## src/logic/cfg_decode_pkg.sv

```systemverilog
// package for the configuration word decoder: register map, field
// positions, codes, reset values and the carrier structs.
// assumes a 32-bit apb register bus and a single pclk domain.
package cfg_decode_pkg;

  // register byte offsets on the apb bus
  localparam logic [7:0] OFF_CONFIG_WORD   = 8'h00;
  localparam logic [7:0] OFF_SYSTEM_CONFIG = 8'h04;
  localparam logic [7:0] OFF_POWER_CONTROL = 8'h08;
  localparam logic [7:0] OFF_DECODE_STATUS = 8'h0c;

  // fields of the configuration word
  localparam int POS_FLASH_SLEEP  = 10;
  localparam int POS_ECC_CONFIG   = 8;
  localparam int POS_RESERVED_ONE = 7;
  localparam int POS_BOOT_ISA     = 6;
  localparam int POS_TRACE_EN     = 5;
  localparam int POS_DEBUG_CHAN   = 3;
  localparam int POS_SCAN_EN      = 2;
  localparam int POS_DEBUGGER     = 0;

  // fields of the system configuration and power control registers
  localparam int POS_RT_ECC_MODE  = 4;
  localparam int POS_RT_SCAN_EN   = 3;
  localparam int POS_REG_STANDBY  = 0;

  // flash ecc configuration codes
  localparam logic [1:0] ECC_OFF_WRITABLE = 2'h3;
  localparam logic [1:0] ECC_OFF_LOCKED   = 2'h2;
  localparam logic [1:0] ECC_DYNAMIC      = 2'h1;
  localparam logic [1:0] ECC_ON           = 2'h0;

  // boot instruction-set field values
  localparam logic [1:0] ISA_FIELD_STANDARD = 2'h2;
  localparam logic [1:0] ISA_FIELD_COMPACT  = 2'h3;

  // debug channel select codes
  localparam logic [1:0] CHAN_PAIR1 = 2'h3;
  localparam logic [1:0] CHAN_PAIR2 = 2'h2;
  localparam logic [1:0] CHAN_PAIR3 = 2'h1;

  // debugger field codes
  localparam logic [1:0] DBG_SCAN_MODULE_OFF = 2'h3;
  localparam logic [1:0] DBG_SCAN_MODULE_ON  = 2'h2;
  localparam logic [1:0] DBG_WIRE_MODULE_OFF = 2'h1;

  // reset values and timing
  localparam logic [31:0] CONFIG_WORD_RESET = 32'h0000_0000;
  localparam logic        REG_STANDBY_RESET = 1'h0;
  localparam logic [1:0]  SETTLE_CYCLES     = 2'h3;
  localparam int          PIN_SYNC_STAGES   = 3;

  // decoded settings handed to the core
  typedef struct packed {
    logic       flash_power_down;
    logic       ecc_enable;
    logic       dynamic_ecc_enable;
    logic       ecc_control_locked;
    logic       word_program_block;
    logic       exception_isa_flag;
    logic [1:0] isa_mode;
    logic       trace_features_enable;
    logic [2:0] pin_pair_enable;
    logic       scan_port_active;
    logic       two_wire_debug_enable;
    logic       incircuit_debug_module;
    logic       reserved_bit_missing;
    logic       config_valid;
  } settings_type;

  typedef enum logic [1:0] {
    PH_SETTLE,
    PH_CAPTURE,
    PH_RUN
  } phase_type;

endpackage

```

## src/logic/cfg_pin_sync.sv

```systemverilog
// multi-stage synchroniser for static levels from the non-volatile array.
// assumes inputs change only around reset; stable marks agreement.
`timescale 1ns/1ns

module cfg_pin_sync #(
  parameter int WIDTH  = 1,
  parameter int STAGES = 3
) (
  input  wire logic             pclk,
  input  wire logic             presetn,
  input  wire logic [WIDTH-1:0] level_in,
  output logic      [WIDTH-1:0] level_out,
  output logic                  stable
);

  // whole state of the chain
  typedef struct packed {
    logic [STAGES-1:0][WIDTH-1:0] stage;
  } sync_state_type;

  sync_state_type sync_q;
  sync_state_type sync_d;

  // refuse a depth that cannot compare the last two stages
  if (STAGES < 3 || WIDTH < 1) begin : g_bad_depth
    $error("cfg_pin_sync needs three stages and one bit");
  end

  // shift chain; first stage feeds only the second
  always_comb
  begin
    sync_d          = sync_q;
    sync_d.stage[0] = level_in;
    for (int i = 1; i < STAGES; i++)
      sync_d.stage[i] = sync_q.stage[i-1];
  end

  // chain register
  always_ff @(posedge pclk or negedge presetn)
  begin
    if (!presetn)
      sync_q <= '0;
    else
      sync_q <= sync_d;
  end

  // last two stages agree before a value counts
  assign level_out = sync_q.stage[STAGES-1];
  assign stable    = (sync_q.stage[STAGES-1] == sync_q.stage[STAGES-2]);

endmodule

```

## src/logic/cfg_word_decode.sv

```systemverilog
// configuration word decoder with an apb register window.
// assumes the word, code protect and factory scan enable are static
// levels from the non-volatile array, valid around reset release.
//
// Behaviour
// - flash sleep bit set: power down in sleep; else regulator standby.
// - ecc field picks ecc off/dynamic/on and whether runtime bits lock.
// - ecc field 00 blocks single-word flash programming.
// - reset copies the ecc field into system config bits 5:4.
// - boot isa 1 clears exception flag, field 10; 0 sets, field 11.
// - trace bit 5 enables processor trace features.
// - channel select 11/10/01 picks pin pair 1/2/3; 00 reserved.
// - reset copies the scan enable bit into system config bit 3.
// - configured scan enable 0 keeps runtime scan enable at 0.
// - configured scan enable 1 lets software toggle the scan port.
// - debugger field picks scan port or two-wire pins, module on/off.
// - code protection forces the debugger field to 11.
// - factory or user scan enable 0 blocks scan port, not two-wire.
`timescale 1ns/1ns

module cfg_word_decode
  import cfg_decode_pkg::*;
#(
  parameter int ADDR_WIDTH = 8
) (
  input  wire logic                  pclk,
  input  wire logic                  presetn,
  input  wire logic                  psel,
  input  wire logic                  penable,
  input  wire logic                  pwrite,
  input  wire logic [ADDR_WIDTH-1:0] paddr,
  input  wire logic [31:0]           pwdata,
  input  wire logic [3:0]            pstrb,
  output logic      [31:0]           prdata,
  output logic                       pready,
  output logic                       pslverr,
  input  wire logic [31:0]           device_configuration_word_zero,
  input  wire logic                  code_protect,
  input  wire logic                  factory_scan_port_enable,
  input  wire logic                  device_sleep,
  output settings_type               core_settings
);

  // whole state of the block
  typedef struct packed {
    phase_type    phase;
    logic [1:0]   settle;
    logic [31:0]  word;
    logic         code_protect;
    logic         factory_scan;
    logic         scan_port_enable;
    logic [1:0]   runtime_ecc_mode_bits;
    logic         regulator_standby_select;
    settings_type settings;
    logic [31:0]  prdata;
    logic         pready;
    logic         pslverr;
  } state_type;

  // register selected by an address
  typedef enum logic [2:0] {
    SEL_CONFIG_WORD,
    SEL_SYSTEM_CONFIG,
    SEL_POWER_CONTROL,
    SEL_DECODE_STATUS,
    SEL_NONE
  } reg_sel_type;

  state_type   state_q;
  state_type   state_d;
  logic [33:0] nvm_raw;
  logic [33:0] nvm_sync;
  logic        nvm_stable;

  // the address must reach the highest register
  if (ADDR_WIDTH < 4 || ADDR_WIDTH > 32) begin : g_bad_addr
    $error("cfg_word_decode ADDR_WIDTH must be 4 to 32");
  end

  // address decode, shared by read and write paths
  function automatic reg_sel_type decode_addr(
    input logic [ADDR_WIDTH-1:0] addr
  );
    logic [7:0] low;
    low = 8'(addr);
    if (addr != ADDR_WIDTH'(low))
      return SEL_NONE;
    else if (low == OFF_CONFIG_WORD)
      return SEL_CONFIG_WORD;
    else if (low == OFF_SYSTEM_CONFIG)
      return SEL_SYSTEM_CONFIG;
    else if (low == OFF_POWER_CONTROL)
      return SEL_POWER_CONTROL;
    else if (low == OFF_DECODE_STATUS)
      return SEL_DECODE_STATUS;
    else
      return SEL_NONE;
  endfunction

  // turn captured word and runtime bits into core settings
  function automatic settings_type decode_settings(
    input state_type st,
    input logic      sleep
  );
    settings_type r;
    logic [1:0]   dbg;
    logic [1:0]   ecc_cfg;
    logic [1:0]   chan;
    r       = '0;
    ecc_cfg = st.word[POS_ECC_CONFIG +: 2];
    chan    = st.word[POS_DEBUG_CHAN +: 2];
    dbg     = st.word[POS_DEBUGGER +: 2];
    // protected parts always see the scan-port, module-off code
    if (st.code_protect)
      dbg = DBG_SCAN_MODULE_OFF;
    // sleep power-down either forced or via regulator standby
    r.flash_power_down = sleep & (st.word[POS_FLASH_SLEEP] |
                                  st.regulator_standby_select);
    // ecc on and dynamic follow the runtime copy; lock and word block follow the captured field
    r.ecc_enable         = (st.runtime_ecc_mode_bits == ECC_ON);
    r.dynamic_ecc_enable = (st.runtime_ecc_mode_bits == ECC_DYNAMIC);
    r.ecc_control_locked = (ecc_cfg != ECC_OFF_WRITABLE);
    r.word_program_block = (ecc_cfg == ECC_ON);
    // boot instruction set
    if (st.word[POS_BOOT_ISA])
    begin
      r.exception_isa_flag = 1'h0;
      r.isa_mode           = ISA_FIELD_STANDARD;
    end
    else
    begin
      r.exception_isa_flag = 1'h1;
      r.isa_mode           = ISA_FIELD_COMPACT;
    end
    r.trace_features_enable = st.word[POS_TRACE_EN];
    // one-hot pin pair, none for the reserved code
    case (chan)
      CHAN_PAIR1: r.pin_pair_enable = 3'h1;
      CHAN_PAIR2: r.pin_pair_enable = 3'h2;
      CHAN_PAIR3: r.pin_pair_enable = 3'h4;
      default:    r.pin_pair_enable = 3'h0;
    endcase
    // debugger routing; scan port also needs both enables
    r.incircuit_debug_module = ~dbg[0];
    r.two_wire_debug_enable  = ~dbg[1];
    r.scan_port_active = dbg[1] & st.factory_scan &
                         st.scan_port_enable;
    // a programmed zero in the must-be-one bit is reported
    r.reserved_bit_missing = ~st.word[POS_RESERVED_ONE];
    r.config_valid         = 1'h1;
    return r;
  endfunction

  // word, protect and factory enable come from another domain
  assign nvm_raw = {code_protect, factory_scan_port_enable,
                    device_configuration_word_zero};

  cfg_pin_sync #(
    .WIDTH  (34),
    .STAGES (PIN_SYNC_STAGES)
  ) u_nvm_sync (
    .pclk      (pclk),
    .presetn   (presetn),
    .level_in  (nvm_raw),
    .level_out (nvm_sync),
    .stable    (nvm_stable)
  );

  // next-state logic: capture phases, apb access, settings
  always_comb
  begin
    reg_sel_type sel;
    logic        access;
    sel     = decode_addr(paddr);
    access  = psel & penable;
    state_d = state_q;
    state_d.pready  = 1'h0;
    state_d.pslverr = 1'h0;

    // capture once after reset, then hold
    case (state_q.phase)
      PH_SETTLE:
      begin
        if (state_q.settle == SETTLE_CYCLES - 2'h1)
          state_d.phase = PH_CAPTURE;
        else
          state_d.settle = state_q.settle + 2'h1;
      end
      PH_CAPTURE:
      begin
        if (nvm_stable)
        begin
          state_d.word         = nvm_sync[31:0];
          state_d.factory_scan = nvm_sync[32];
          state_d.code_protect = nvm_sync[33];
          state_d.runtime_ecc_mode_bits =
            nvm_sync[POS_ECC_CONFIG +: 2];
          state_d.scan_port_enable = nvm_sync[POS_SCAN_EN];
          state_d.phase = PH_RUN;
        end
      end
      PH_RUN:
      begin
        state_d.phase = PH_RUN;
      end
      default:
      begin
        state_d.phase = PH_SETTLE;
      end
    endcase

    // access phase: answer one cycle later with data and error
    if (access && !state_q.pready)
    begin
      state_d.pready = 1'h1;
      if (sel == SEL_NONE)
        state_d.pslverr = 1'h1;
      if (pwrite)
        state_d.prdata = '0;
      else if (sel == SEL_CONFIG_WORD)
        state_d.prdata = state_q.word;
      else if (sel == SEL_SYSTEM_CONFIG)
      begin
        state_d.prdata = '0;
        state_d.prdata[POS_RT_ECC_MODE +: 2] =
          state_q.runtime_ecc_mode_bits;
        state_d.prdata[POS_RT_SCAN_EN] = state_q.scan_port_enable;
      end
      else if (sel == SEL_POWER_CONTROL)
      begin
        state_d.prdata = '0;
        state_d.prdata[POS_REG_STANDBY] =
          state_q.regulator_standby_select;
      end
      else if (sel == SEL_DECODE_STATUS)
        state_d.prdata = 32'(state_q.settings);
      else
        state_d.prdata = '0;
    end

    // writes land at the completing edge, only once captured
    if (access && state_q.pready && pwrite &&
        state_q.phase == PH_RUN && pstrb[0])
    begin
      if (sel == SEL_SYSTEM_CONFIG)
      begin
        // scan enable writable only if the word allowed it
        if (state_q.word[POS_SCAN_EN])
          state_d.scan_port_enable = pwdata[POS_RT_SCAN_EN];
        else
          state_d.scan_port_enable = 1'h0;
        // ecc bits writable only under the writable code
        if (state_q.word[POS_ECC_CONFIG +: 2] == ECC_OFF_WRITABLE)
          state_d.runtime_ecc_mode_bits =
            pwdata[POS_RT_ECC_MODE +: 2];
      end
      else if (sel == SEL_POWER_CONTROL)
        state_d.regulator_standby_select =
          pwdata[POS_REG_STANDBY];
    end

    // settings stay cleared until the word is captured
    if (state_q.phase == PH_RUN)
      state_d.settings = decode_settings(state_q, device_sleep);
    else
      state_d.settings = '0;
  end

  // state register
  always_ff @(posedge pclk or negedge presetn)
  begin
    if (!presetn)
    begin
      state_q                          <= '0;
      state_q.phase                    <= PH_SETTLE;
      state_q.word                     <= CONFIG_WORD_RESET;
      state_q.regulator_standby_select <= REG_STANDBY_RESET;
    end
    else
      state_q <= state_d;
  end

  // outputs straight from the state register
  assign prdata        = state_q.prdata;
  assign pready        = state_q.pready;
  assign pslverr       = state_q.pslverr;
  assign core_settings = state_q.settings;

endmodule

```

## config.mk

```make
export PLATFORM = sky130hd
export DESIGN_NAME = cfg_word_decode
export DESIGN_NICKNAME = d
export VERILOG_FILES = /design/src/logic/cfg_decode_pkg.sv /design/src/logic/cfg_pin_sync.sv /design/src/logic/cfg_word_decode.sv
export SDC_FILE = /design/constraint.sdc
export NUM_CORES = 1
export LEC_CHECK = 0
export BUFFER_PORTS_ARGS = -buffer_cell sky130_fd_sc_hd__buf_2
export CAP_MARGIN = 40
export CORE_MARGIN = 10
export CORE_UTILIZATION = 50
export DETAILED_ROUTE_END_ITERATION = 12
export PLACE_DENSITY = 0.73
export SLEW_MARGIN = 20
export SYNTH_ARGS = -nofsm -noshare
export SYNTH_HDL_FRONTEND = slang
export SYNTH_SLANG_ARGS = --single-unit
```

## constraint.sdc

```tcl
create_clock -name pclk -period 2.3 [get_ports pclk]
set_clock_uncertainty 0.2 [all_clocks]
set_input_delay 0.345 -clock pclk [delete_from_list [all_inputs] [get_ports pclk]]
set_output_delay 0.345 -clock pclk [all_outputs]
set_load 0.05 [all_outputs]
```

==> impl_metrics.toml <==
[status]
status = "complete, but fails checks"
violations = "setup timing"

[yosys]
synth_area_leader_cell = "dfrtp_1"
synth-adder-area-share = 0.00702
synth_top_family_by_area = "buffers and inverters"
yosysSeqAreaShare = 0.677
synth-edff-count = 0
synthArstFlopShare = 1.00
synthSimpleGateAreaFrac = 0.0700
synth_area_leaders = "dfrtp_1 (68%), mux2_4 (5.7%), buf_4 (5.3%)"
syn_inst = 483
netlist_area_um2 = 7130
synth.distinct_cells = 47
ys.flop_type = "dfrtp_1"
yosysTopAreaCellShare = 0.677
ys_seq_elements = 193
synth_compound_area_frac = 0.0654
synth_nets = 571
syn_avg_cell_area_um2 = 14.8
synthMuxAreaShare = 0.0663
synthXorXnorAreaFrac = 0.0430
yosys_warnings = 0

[power_and_ir_drop]
p_leak_nw = 4.48
ir_drop_uv = 675
p_per_area_nw_per_um2 = 791

[setup_path]
critPathLaunchType = "register"
worst-path-max-fanout = 20
arrival_ns = 2.44
ff2ff_setup_slack_ns = -0.03
cp-end-kind = "register"
critPathMaxStageDelay_ns = 0.40
worstSetupPathType = "register to register"
timing.rr.end = "state_q[63]"
crit_path_top_delay_cell = "nor4_2"
crit_chain = "xor2_1 > nor4_2 > buf_4 > and3_4 > nand4_4 > buf_12 > mux2_4"
worstRegToRegCells = 7
required_ns = 2.41
timing.rr.start = "u_nvm_sync.sync_d[85]"

[clock_tree]
cts_root_buf = "clkbuf_16"
cts_tree = "yes"
htree_levels = 4
cts_max_path_buffers = 2
numClockSinks = 193
numCtsBuffers = 17
clkLatencyLatePin_ns = 0.43
path_clk_slew_ns = 0.07

[min_path]
hp-class = "input pin to register"
whs_endpoint = "state_q[54]"
min_delay_path_depth = 3
hp-start = "pwdata[3]"

[timing]
tightest_slew_ns = 0.523
final-setup-viol-count = 22
finalWorstSetupSlack_ns = -0.0309
period_share = 1.01
maxClockFrequency_mhz = 429
hold_ws_ns = 0.00962
maxSlewHeadroom = 0.646
hold_viol_final = 0
slew_violations = 0
rsz0062_at_grt = "true"
finalCriticalPeriod_ns = 2.33

[placed_design]
portBuffers = 103
place_congestion = 0.864
dp_slack_ns = -0.0239
place_area_um2 = 7640
hpwl_um = 9790

[floorplan]
die_x_um = 139
rows = 43
fp.dieH_um = 139
initial_utilization = 0.512
core_area_um2 = 13900
ios = 135
dieArea_um2 = 19400

[grt]
grt_overflow = 0
grt_pass1_wl_um = 23500
track_usage = 0.151
antenna_found_initial = 0
grt_max_degree = 64
grt_pass1_vias = 4485

[drt]
wl_met3_um = 995
postRouteAntennaNets = 0
wl_per_cell_um = 18.0
drt-initial-drc-count = 245
wl_um = 14200
top_layer_used = "met4"
drt-met1-wl_um = 6270
dr.pass1.iters = 6
via_per_inst = 5.14
routed-wl-met2_um = 6740
drc_errors = 0
vias = 4064

[cells_and_area]
syn2layout_area_growth_pct = 21.9
design_area_um2 = 8700
diodes = 0
drive_gt1_frac = 0.331
fin_nets = 685

[run]
cap_violations = 0
==> layout make-up <==
class                   count  area (µm²)
clock inverters            13         185
inverters                  18        67.6
repair buffers            156        1090
flip-flops and latches    193        4830
clock buffers              19         433
multi-input cells         211        1860
well taps                 180         225
fillers                  1004        5240
==> logic make-up (layout without fill, tap and decap cells) <==
family,after synthesis,after routing
adders and majority gates,4,4
xor gates and xnor gates,35,35
buffers and inverters,79,206
AOI/OAI and AO/OA,57,57
and+or+nand+nor,82,82
DFF,193,193
muxes,33,33
==> layout by cell type, fill, tap and decap left out, drive strengths merged, types with 3 or more instances in the layout <==
cell         instances
nand3                4
nand4                4
nand2               23
a31oi                4
dfrtp              193
o31ai                4
or4                  3
a222oi              10
o21ai                5
clkinv               5
xor2                34
nor2                15
bufinv               4
ha                   4
o41ai                3
a22o                17
clkbuf              20
nor2b                3
buf                118
mux2                33
a21oi                3
nand2b               3
nor4                 9
dlygate4sd3         37
and3                 3
inv                 20
==> where the power goes <==
group	internal [W]	switching, W	leakage [nW]
Combinational	0.000126	0.000156	1.74
Sequential	0.00349	0.0000552	2.44
Clock	0.00182	0.00123	0.298
Total	0.00544	0.00144	4.48
==> worst max-delay path by stage <==
stage,end,cells after the start,from,slack (ns)
global route,state_q[76],7,u_nvm_sync.sync_d[85],-0.08
global placement,state_q[75],7,u_nvm_sync.sync_d[85],-0.003
detailed placement,state_q[75],7,u_nvm_sync.sync_d[85],-0.02
finish,state_q[63],7,u_nvm_sync.sync_d[85],-0.03
floorplan,prdata[12],5,pready,0.22
CTS,state_q[67],7,u_nvm_sync.sync_d[78],-0.02
==> worst max-delay path: cells and delay by family (launching register included) <==
family,cells,cell delay [ns]
buffers and inverters,2,0.40
and+or+nand+nor,3,0.72
muxes,1,0.31
DFF,1,0.39
xor gates and xnor gates,1,0.18
==> cell usage after synthesis (3+ instances only) <==
library cell	n
nand2b_1	3
clkbuf_1	7
o41ai_1	3
nor4_2	7
buf_6	3
nor2_1	15
a22o_1	17
inv_1	18
mux2_4	27
o21ai_0	5
mux2_2	6
and3_1	3
nand2_1	23
nand3_1	4
a222oi_1	10
nand4_1	3
or4_1	3
dfrtp_1	193
ha_1	4
o31ai_1	4
a31oi_1	4
buf_4	50
nor2b_1	3
a21oi_1	3
xor2_1	34
==> state kept, by name (all words and copies together) (netlist names) <==
name                  flops
u_nvm_sync.sync_d        68
pslverr                   1
prdata                   32
pready                    1
core_settings            15
u_nvm_sync.level_out     34
state_q                  42
==> through the flow <==
stage | power [W] | setup TNS [ns] | std cells | utilization
floorplan | 0.00368 | 0 | 483 | -
global placement | 0.00383 | -0.0109 | 720 | 0.548
detailed placement | 0.00384 | -0.339 | 720 | 0.548
CTS | 0.00694 | -0.0856 | 789 | 0.620
global route | 0.00713 | -1.76 | 790 | 0.624
finish | 0.00688 | -0.379 | 790 | 0.624
==> what timing repair did <==
action                                 CTS  global route
gates resized for setup                  4             8
hold buffers                            37             0
endpoints found under the hold margin   73             0
setup endpoints to repair               35            39
pin swaps                                3             5
buffers inserted                         0             1
==> metal layers <==
| metal | track usage | up-vias |
|---|---|---|
| li1 | - | 1853 |
| met3 | 0.0578 | 18 |
| met2 | 0.238 | 144 |
| met1 | 0.187 | 2049 |
| met5 | 0 | - |
| met4 | 0.0483 | 0 |
No activity file was read; power rests on OpenSTA's default activity.
